==> config.mk <==
export PLATFORM = sky130hd
export DESIGN_NAME = alo_core
export DESIGN_NICKNAME = d
export VERILOG_FILES = /design/src/core/alo_pkg.sv /design/src/core/alo_core.sv /design/src/core/alo_decode.sv
export SDC_FILE = /design/constraint.sdc
export NUM_CORES = 1
export LEC_CHECK = 0
export BUFFER_PORTS_ARGS = -buffer_cell sky130_fd_sc_hd__buf_2
export CAP_MARGIN = 40
export CORE_MARGIN = 2
export CORE_UTILIZATION = 46
export CTS_BUF_LIST = sky130_fd_sc_hd__clkbuf_4 sky130_fd_sc_hd__clkbuf_8
export DETAILED_ROUTE_END_ITERATION = 10
export HOLD_SLACK_MARGIN = 0.1
export PLACE_DENSITY = 0.89
export RECOVER_POWER = 100
export SLEW_MARGIN = 5
export SYNTH_ARGS = -nofsm -noshare
export SYNTH_HDL_FRONTEND = slang
export SYNTH_SLANG_ARGS = --single-unit
==> constraint.sdc <==
create_clock -name clock -period 1.4 [get_ports clock]
set_clock_uncertainty 0.05 [all_clocks]
set_input_delay 0.07 -clock clock [delete_from_list [all_inputs] [get_ports clock]]
set_output_delay 0.07 -clock clock [all_outputs]
set_load 0.02 [all_outputs]
==> src/core/alo_pkg.sv <==
// constants and carriers for the accumulator load instruction group
// assumes a 10-bit instruction word and 4-bit datapath
package alo_pkg;

  localparam int          ALO_WORD_W      = 10;
  localparam int          ALO_NIB_W       = 4;
  localparam int          ALO_PREFIX_W    = 6;
  localparam int          ALO_IMM_LSB     = 0;
  localparam int          ALO_PREFIX_LSB  = 4;
  localparam int          ALO_WORDS       = 1;
  localparam int          ALO_CYCLES      = 1;
  localparam logic [9:0]  ALO_OP_WAKE2    = 10'h25A;
  localparam logic [5:0]  ALO_OP_RAM_PFX  = 6'h2C;
  // opcodes for the first wake and display loads are not known here
  localparam logic [9:0]  ALO_OP_WAKE1_DEF = 10'h259;
  localparam logic [9:0]  ALO_OP_DISP_DEF  = 10'h24B;
  localparam logic [3:0]  ALO_ACC_RST     = 4'h0;
  localparam logic [3:0]  ALO_INDEX_RST   = 4'h0;
  localparam logic        ALO_CARRY_RST   = 1'b0;

  // one-hot read select toward the peripheral registers and memory
  typedef struct packed {
    logic ram;
    logic disp;
    logic wake2;
    logic wake1;
  } alo_sel_t;

  localparam alo_sel_t ALO_SEL_NONE = '{ram: 1'b0, disp: 1'b0,
                                        wake2: 1'b0, wake1: 1'b0};

endpackage : alo_pkg

==> src/core/alo_core.sv <==
// accumulator, file index and carry for the accumulator load group
// assumes memory data for the current data pointer arrives in the same
// cycle as the instruction; other instructions own the carry writes
`timescale 1ns/1ns
`default_nettype none
// Summary of operation
// RULE_01 - first wake control load copies into accumulator
// RULE_02 - opcode 1001011010 loads second wake control
// RULE_03 - display control load copies into accumulator
// RULE_04 - 101100jjjj loads accumulator from memory at pointer
// RULE_05 - same instruction xors index register with immediate
module alo_core #(
  parameter logic [9:0] OP_WAKE1 = alo_pkg::ALO_OP_WAKE1_DEF,
  parameter logic [9:0] OP_DISP  = alo_pkg::ALO_OP_DISP_DEF
) (
  // clock and reset
  input  wire logic                clock,
  input  wire logic                reset,
  // instruction
  input  wire logic                instr_valid,
  input  wire logic [9:0]          instr_word,
  // sources
  input  wire logic [3:0]          wake_ctrl_reg_first,
  input  wire logic [3:0]          wake_ctrl_reg_second,
  input  wire logic [3:0]          display_ctrl_reg_first,
  input  wire logic [3:0]          ram_rdata,
  // carry written by the rest of the core
  input  wire logic                carry_we,
  input  wire logic                carry_d,
  // state
  output logic [3:0]               acc_q,
  output logic [3:0]               index_q,
  output logic                     carry_flag_q,
  output logic                     skip_q,
  output var alo_pkg::alo_sel_t    read_sel_q
);

  alo_pkg::alo_sel_t sel;
  logic [3:0]        imm;
  logic [3:0]        acc_d;
  logic [3:0]        index_d;

  alo_decode #(
    .OP_WAKE1 (OP_WAKE1),
    .OP_DISP  (OP_DISP)
  ) u_decode (
    .valid (instr_valid),
    .word  (instr_word),
    .sel   (sel),
    .imm   (imm)
  );

  always_comb begin
    acc_d = acc_q;
    if (sel.wake1) begin
      acc_d = wake_ctrl_reg_first;                  // see RULE_01
    end else if (sel.wake2) begin
      acc_d = wake_ctrl_reg_second;                 // see RULE_02
    end else if (sel.disp) begin
      acc_d = display_ctrl_reg_first;               // see RULE_03
    end else if (sel.ram) begin
      acc_d = ram_rdata;                            // see RULE_04
    end
  end

  // memory address uses the old index, so the xor lands afterwards
  always_comb begin
    index_d = index_q;
    if (sel.ram) begin
      index_d = index_q ^ imm;                      // see RULE_05
    end
  end

  always_ff @(posedge clock) begin
    if (reset) begin
      acc_q <= alo_pkg::ALO_ACC_RST;
    end else begin
      acc_q <= acc_d;
    end
  end

  always_ff @(posedge clock) begin
    if (reset) begin
      index_q <= alo_pkg::ALO_INDEX_RST;
    end else begin
      index_q <= index_d;
    end
  end

  // these loads never touch carry; only the rest of the core does
  always_ff @(posedge clock) begin
    if (reset) begin
      carry_flag_q <= alo_pkg::ALO_CARRY_RST;
    end else if (carry_we && !(sel.wake1 || sel.wake2 || sel.disp ||
                               sel.ram)) begin
      carry_flag_q <= carry_d;
    end
  end

  // no load in this group ever requests a skip
  always_ff @(posedge clock) begin
    if (reset) begin
      skip_q <= 1'b0;
    end else begin
      skip_q <= 1'b0;
    end
  end

  // one-cycle echo of what was read, for read side effects downstream
  always_ff @(posedge clock) begin
    if (reset) begin
      read_sel_q <= alo_pkg::ALO_SEL_NONE;
    end else begin
      read_sel_q <= sel;
    end
  end

  // assertions
  wake_first_load_a: assert property ( // see RULE_01
    @(posedge clock) disable iff (reset)
    instr_valid && instr_word == OP_WAKE1
    |=> acc_q == $past(wake_ctrl_reg_first))
    else $error("wake first load wrong");

  wake_first_sel_a: assert property ( // see RULE_01
    @(posedge clock) disable iff (reset)
    instr_valid && instr_word == OP_WAKE1
    |=> read_sel_q.wake1)
    else $error("wake first read select missing");

  wake_second_load_a: assert property ( // see RULE_02
    @(posedge clock) disable iff (reset)
    instr_valid && instr_word == 10'h25A
    |=> acc_q == $past(wake_ctrl_reg_second) && read_sel_q.wake2)
    else $error("wake second load wrong");

  wake_second_keep_a: assert property ( // see RULE_02
    @(posedge clock) disable iff (reset)
    instr_valid && instr_word == 10'h25A
    |=> $stable(carry_flag_q) && !skip_q)
    else $error("wake second load disturbed carry or skip");

  display_load_a: assert property ( // see RULE_03
    @(posedge clock) disable iff (reset)
    instr_valid && instr_word == OP_DISP
    |=> acc_q == $past(display_ctrl_reg_first))
    else $error("display load wrong");

  display_keep_a: assert property ( // see RULE_03
    @(posedge clock) disable iff (reset)
    instr_valid && instr_word == OP_DISP
    |=> read_sel_q.disp && $stable(carry_flag_q) && !skip_q)
    else $error("display load select, carry or skip wrong");

  ram_load_carry_a: assert property ( // see RULE_04
    @(posedge clock) disable iff (reset)
    instr_valid && instr_word[9:4] == 6'h2C
    |=> acc_q == $past(ram_rdata) && $stable(carry_flag_q) && !skip_q)
    else $error("memory load wrong");

  ram_sel_pulse_a: assert property ( // see RULE_04
    @(posedge clock) disable iff (reset)
    instr_valid && instr_word[9:4] == 6'h2C
    |=> read_sel_q.ram)
    else $error("memory read select missing");

  // an idle cycle loads nothing and reports no read
  idle_acc_hold_a: assert property ( // see RULE_04
    @(posedge clock) disable iff (reset)
    !instr_valid
    |=> $stable(acc_q) && read_sel_q == alo_pkg::ALO_SEL_NONE)
    else $error("idle cycle changed accumulator");

  unknown_word_hold_a: assert property ( // see RULE_04
    @(posedge clock) disable iff (reset)
    instr_valid && instr_word[9:6] == 4'h0 && instr_word != OP_WAKE1
    && instr_word != OP_DISP |=> $stable(acc_q) && $stable(index_q))
    else $error("unknown word changed state");

  index_xor_a: assert property ( // see RULE_05
    @(posedge clock) disable iff (reset)
    instr_valid && instr_word[9:4] == 6'h2C
    |=> index_q == ($past(index_q) ^ $past(instr_word[3:0])))
    else $error("index xor wrong");

  // other loads and invalid words must leave the index alone
  index_hold_a: assert property ( // see RULE_05
    @(posedge clock) disable iff (reset)
    !(instr_valid && instr_word[9:4] == 6'h2C)
    |=> $stable(index_q))
    else $error("index changed without memory load");

  load_no_skip_a: assert property ( // see RULE_01
    @(posedge clock) disable iff (reset)
    (sel.wake1 || sel.wake2 || sel.disp)
    |=> !skip_q && $stable(carry_flag_q))
    else $error("register load disturbed carry or skip");

  // carry writes from the rest of the core still land when idle
  carry_pass_a: assert property ( // see RULE_04
    @(posedge clock) disable iff (reset)
    carry_we && !instr_valid
    |=> carry_flag_q == $past(carry_d))
    else $error("carry write lost");

  reset_clear_a: assert property (@(posedge clock)
    reset |=> acc_q == alo_pkg::ALO_ACC_RST
    && index_q == alo_pkg::ALO_INDEX_RST && !skip_q
    && carry_flag_q == alo_pkg::ALO_CARRY_RST)
    else $error("reset left state behind");

  // main scenarios the bench must reach
  wake1_cov: cover property (@(posedge clock) disable iff (reset)
    sel.wake1);
  wake2_cov: cover property (@(posedge clock) disable iff (reset)
    sel.wake2 ##1 sel.wake2);
  disp_cov: cover property (@(posedge clock) disable iff (reset)
    sel.disp ##1 sel.wake2);
  ram_back_cov: cover property (@(posedge clock) disable iff (reset)
    sel.ram ##1 sel.ram);
  ram_xor_cov: cover property (@(posedge clock) disable iff (reset)
    sel.ram && imm == 4'hF);

endmodule : alo_core
`default_nettype wire

==> src/core/alo_decode.sv <==
// opcode decoder for the accumulator load instruction group
// assumes the word is presented with a valid strobe in its execute cycle
`timescale 1ns/1ns
`default_nettype none
module alo_decode #(
  parameter logic [9:0] OP_WAKE1 = alo_pkg::ALO_OP_WAKE1_DEF,
  parameter logic [9:0] OP_DISP  = alo_pkg::ALO_OP_DISP_DEF
) (
  // instruction
  input  wire logic                  valid,
  input  wire logic [9:0]            word,
  // decoded
  output var  alo_pkg::alo_sel_t     sel,
  output var  logic [3:0]            imm
);

  always_comb begin
    sel       = alo_pkg::ALO_SEL_NONE;
    imm       = word[alo_pkg::ALO_IMM_LSB +: alo_pkg::ALO_NIB_W];
    if (valid) begin
      sel.wake1 = (word == OP_WAKE1);
      sel.wake2 = (word == alo_pkg::ALO_OP_WAKE2);
      sel.disp  = (word == OP_DISP);
      sel.ram   = (word[alo_pkg::ALO_PREFIX_LSB +: alo_pkg::ALO_PREFIX_W]
                   == alo_pkg::ALO_OP_RAM_PFX);
    end
  end

endmodule : alo_decode
`default_nettype wire

== Yosys cells after proc, flatten, opt, wreduce, memory -nomap -nowiden ==
Cells that the tools add are included.

* Bitwise operators: 1
* Reduce and logical (&&, ||, !) cells: 6
* Multiplexer cells: 5
* Eq/ne operators: 4

{| class="wikitable"
|+ Operator list
! operator !! number
|-
| $eq A10 B10 Y1 const B || 3
|-
| $mux W4 || 5
|-
| $eq A6 B6 Y1 const B || 1
|-
| $reduce_bool A4 Y1 || 1
|-
| $xor A4 B4 Y4 || 1
|-
| $logic_or A1 B1 Y1 || 3
|-
| $logic_and A1 B1 Y1 || 1
|-
| $logic_not A1 Y1 || 1
|}

* Output and inout bits: 14
* Logic and storage cells: 23
* Bits in registers: 13
* Input bits: 31

== Longest topological paths before layout ==
* Depth after elaboration: 7
* Mapped depth: 5
* Gate-level depth less buffers: 4

== Cells and area by module ==
A second synthesis with hierarchy kept.

* Cells, all modules: 85
* Area total of the unflattened synthesis: 723.2 µm²

{| class="wikitable"
|+ By module, submodules not included
! module !! cells each !! area an instance (µm²) !! seq. area each (µm²) !! times used
|-
| alo_core || 70 || 609.3 || 260.2 || 1
|-
| alo_decode || 15 || 113.9 || 0.0 || 1
|}

== Worst setup path before layout ==
Ideal clock, no wire load.

* Path kind: input port to flip-flop
* Start: input instr_word[4]
* End: register acc_q[0]
* Library setup time: 0.137 ns
* Stages on the path: 4
* Arrival time: 0.832 ns
* Slack: 0.381 ns
* Buffers on the path: 0
* Required time: 1.213 ns
* Cells stage by stage: nand2b_4 -> a211oi_4 -> and3_1 -> a211oi_2

* Longest elaborated chain between the ends: 5
* Elaborated cells between the ends (all ways): 9
* Those cells by class: eq/ne: 4; mux: 4; reduce/logical: 1

{| class="wikitable"
|+ Ends and longest elaborated chain
! item !! RTL line !! text
|-
| from (decl) || alo_core.sv:21 || <nowiki>input wire logic [9:0] instr_word,</nowiki>
|-
| $eq A10 B10 Y1 || alo_decode.sv:23 || <nowiki>sel.disp = (word == OP_DISP);</nowiki>
|-
| $mux W4 (*) || alo_decode.sv:20 || <nowiki>if (valid) begin</nowiki>
|-
| $mux W4 || alo_core.sv:59 || <nowiki>end else if (sel.disp) begin</nowiki>
|-
| $mux W4 || alo_core.sv:57 || <nowiki>end else if (sel.wake2) begin</nowiki>
|-
| $mux W4 || alo_core.sv:55 || <nowiki>if (sel.wake1) begin</nowiki>
|-
| to (signal assigned) || alo_core.sv:76 || <nowiki>acc_q <= alo_pkg::ALO_ACC_RST;</nowiki>
|-
| to (decl) || alo_core.sv:31 || <nowiki>output logic [3:0] acc_q,</nowiki>
|}

Every way passes the cells marked *; elsewhere a longest branch is shown, timed or not.
A chain may end at the register's enable or synchronous reset.

== Worst setup path in the final report ==
* Start: input instr_word[8]
* End: register acc_q[2]

The elaborated chain is that of the path after synthesis.

==> flow_summary.yaml <==
logic_synthesis:
  syn_area_um2: 863.3
  synth_sequential_area_ratio: 0.3014
  synth_top_family_by_area: "simple AND/OR/NAND/NOR gates"
  edff_count_synth: 0
  ys_types: 32
  synth_flop_cell: "sky130_fd_sc_hd__dfxtp_1"
  postSynth.asyncResetShare: 0
  mean_cell_area_of_the_mapped_netlist_um2: 9.088
  synth.yosys.warnings: 0
  yosys-mux-area-fraction: 0.01159
  post_synth_xor_area_fraction: 0.06087
  basic_gate_share_of_the_synthesized_area_counting_and_or_nand_and_nor_cells: 0.4043
  synth-compound-area-share: 0.1565
  synth_fp_nets: 126
  synth_fa_ha_area_frac: 0
  synth_cells: 95
  ys_ff_latch: 13
worst_setup_path:
  path_max_fanout: 9
  criticalPathCategory: "in -> reg"
  arrival_ps: 1330
  cp_data_required_time_ps: 1560
  critical_path.reg2reg.startpoint: "acc_q[2]"
  cp-end-kind: "register"
  timing.reg2reg.worst_path_depth: 2
  timing.critical_path.from_type: "primary input"
  setup.worst_path.start: "instr_word[8]"
global_routing:
  groute.layer.met3.usage: 0.06923
  grt_pass1_wl_mm: 3.622
  grtUsageTotal: 0.2369
  grt_max_degree: 15
  first_global_vias: 803
  grt.overflow.total: 0
  met1_layer_usage_reported_by_global_route: 0.2818
  grtUsageMet2: 0.3892
  antenna_found_initial: 0
  gr-max-usage-layer: "met2"
clocking:
  cts.hold.buffers_added: 4
  cts-buffers-inserted: 3
  root_buffer: "sky130_fd_sc_hd__clkbuf_4"
  cts_tree: "done"
  cts_max_path_buffers: 2
  cts.repair.resized: 0
  clock_tree.htree_level_count: 1
  post-cts-setup-buffer-count: 0
  clock_sinks: 13
  clkSlewWorstSetupHoldPaths_ps: 80
  clock_latency_ps: 280
timing:
  slew_viol_final: 0
  grt_setup_unrepaired: "no"
  finalCritPeriodShare: 0.8365
  min_clock_period_post_route_ps: 1171
  finalSetupViolCount: 0
  hold_violations: 0
  max_freq_mhz: 853.9
  post-route-worst-setup-slack_ps: 228.9
  setup_total_negative_slack_ps: 0
place:
  pre_cts_slack_ps: 50.01
  placedCellCount: 158
  dp_hpwl_mm: 1.705
  place.gp.congestion: 0.8071
  postPlaceCellArea_mm2: 0.001084
  io_buffers: 43
detailed_routing:
  post_drt_via_cell_ratio: 5.602
  dr.first_iter.drc_count: 47
  via_count: 930
  drt-wirelength-per-cell_um: 14.08
  drtAntennaViolNets: 0
  wirelength_mm: 2.338
  drc: 0
  first_pass_iters: 4
worst_hold_path:
  hold_class: "in -> reg"
  hold_start: "carry_we"
  holdPathStages: 3
die:
  die-area_mm2: 0.002239
  die-height_um: 47.32
  core_mm2: 0.001745
  start_util: 0.4946
  die_w_um: 47.32
  num_io_pins: 45
  rows: 15
layout:
  area.growth.synth_to_final_pct: 29.86
  final_core_util: 0.6423
  number_of_antenna_repair_diodes: 0
  final_cell_count_without_fillers: 166
  layout.nets: 173
  fin_area_mm2: 0.001121
  post_route_cells_drive_above_1_share: 0.3121
power_and_ir_drop:
  cellLeakagePower_nw: 0.4449
  power.density_mw_per_mm2: 716.2
  irDropWorstVdd_v: 0.0005013
outcome:
  run_status: "complete, no violations"
job:
  maxCapViolCount: 0
==> logic make-up (layout without fill, tap and decap cells) <==
| family | Yosys count | in the layout |
|---|---|---|
| flip-flops | 13 | 13 |
| XOR/XNOR | 6 | 6 |
| multiplexers | 1 | 1 |
| buffers and inverters | 11 | 57 |
| AND/OR/NAND/NOR | 48 | 48 |
| AO/OA/AOI/OAI | 15 | 15 |
| other | 1 | 1 |
==> critical path: stages <==
cell	delay (ps)
sky130_fd_sc_hd__clkbuf_1	90
sky130_fd_sc_hd__nand4b_1	370
sky130_fd_sc_hd__a211oi_4	440
sky130_fd_sc_hd__a21oi_1	150
sky130_fd_sc_hd__a211oi_2	210
==> final cells by class <==
type                            instances  area (um^2)
Tap cell                               25        31.28
Fill cell                             171        624.3
Sequential cell                        13        260.3
Inverter                                5        18.77
Clock buffer                            4        30.03
Timing Repair Buffer                   48        245.2
Multi-Input combinational cell         71        535.5
==> power by group <==
group | internal, W | switching, W | total, W
logic | 0.0000778 | 0.0000897 | 0.000168
clock network | 0.000130 | 0.000131 | 0.000261
registers | 0.000373 | 0.00000170 | 0.000374
==> layout by cell type (no fill, tap or decap), drive strengths merged, types with 2 or more instances in the layout <==
cell / count
o22ai: 4
nand2: 2
clkbuf: 18
nor4bb: 9
and3: 4
nor2: 4
a21oi: 4
nand2b: 5
nor3: 7
buf: 30
dfxtp: 13
dlygate4sd3: 4
nand3: 4
inv: 5
a211oi: 5
nor4: 5
xnor2: 5
==> sequential cells by signal (all words and copies together), names as in the netlist <==
register / flops
carry_flag_q: 1
index_q: 4
acc_q: 4
read_sel_q: 4
==> synthesized netlist by cell type, types with 2 or more instances <==
cell / number / share of area
sky130_fd_sc_hd__dfxtp_1: 13 / 0.30
sky130_fd_sc_hd__nor4bb_1: 9 / 0.10
sky130_fd_sc_hd__nor3_1: 7 / 0.041
sky130_fd_sc_hd__inv_1: 5 / 0.022
sky130_fd_sc_hd__nor4_1: 5 / 0.036
sky130_fd_sc_hd__xnor2_1: 5 / 0.051
sky130_fd_sc_hd__a211oi_2: 4 / 0.058
sky130_fd_sc_hd__a21oi_1: 4 / 0.023
sky130_fd_sc_hd__and3_1: 4 / 0.029
sky130_fd_sc_hd__nand2b_1: 4 / 0.029
sky130_fd_sc_hd__nand3_1: 4 / 0.023
sky130_fd_sc_hd__nor2_1: 4 / 0.017
sky130_fd_sc_hd__o22ai_1: 4 / 0.029
sky130_fd_sc_hd__buf_2: 3 / 0.017
sky130_fd_sc_hd__buf_4: 2 / 0.017
sky130_fd_sc_hd__nand2_1: 2 / 0.0087
==> per-layer routing <==
layer,vias up,routed length (um)
met3,9,207
met5,-,0
met1,421,961
met2,54,1117
met4,0,52
li1,446,-
==> stage by stage <==
stage          hold WS, ps  total power [W]
2_1_floorplan        96.63        0.0004752
3_3_place_gp         284.1        0.0005389
3_5_place_dp         310.8        0.0005451
4_1_cts              107.0        0.0008120
5_1_grt              109.8        0.0008385
6_report             108.3        0.0008029
==> worst paths after layout <==
kind / end / slack [ps]
min: carry_flag_q / 110
min reg2reg: carry_flag_q / 440
max: acc_q[2] / 230
max reg2reg: acc_q[2] / 670
Power figures use the tool's default switching activity.
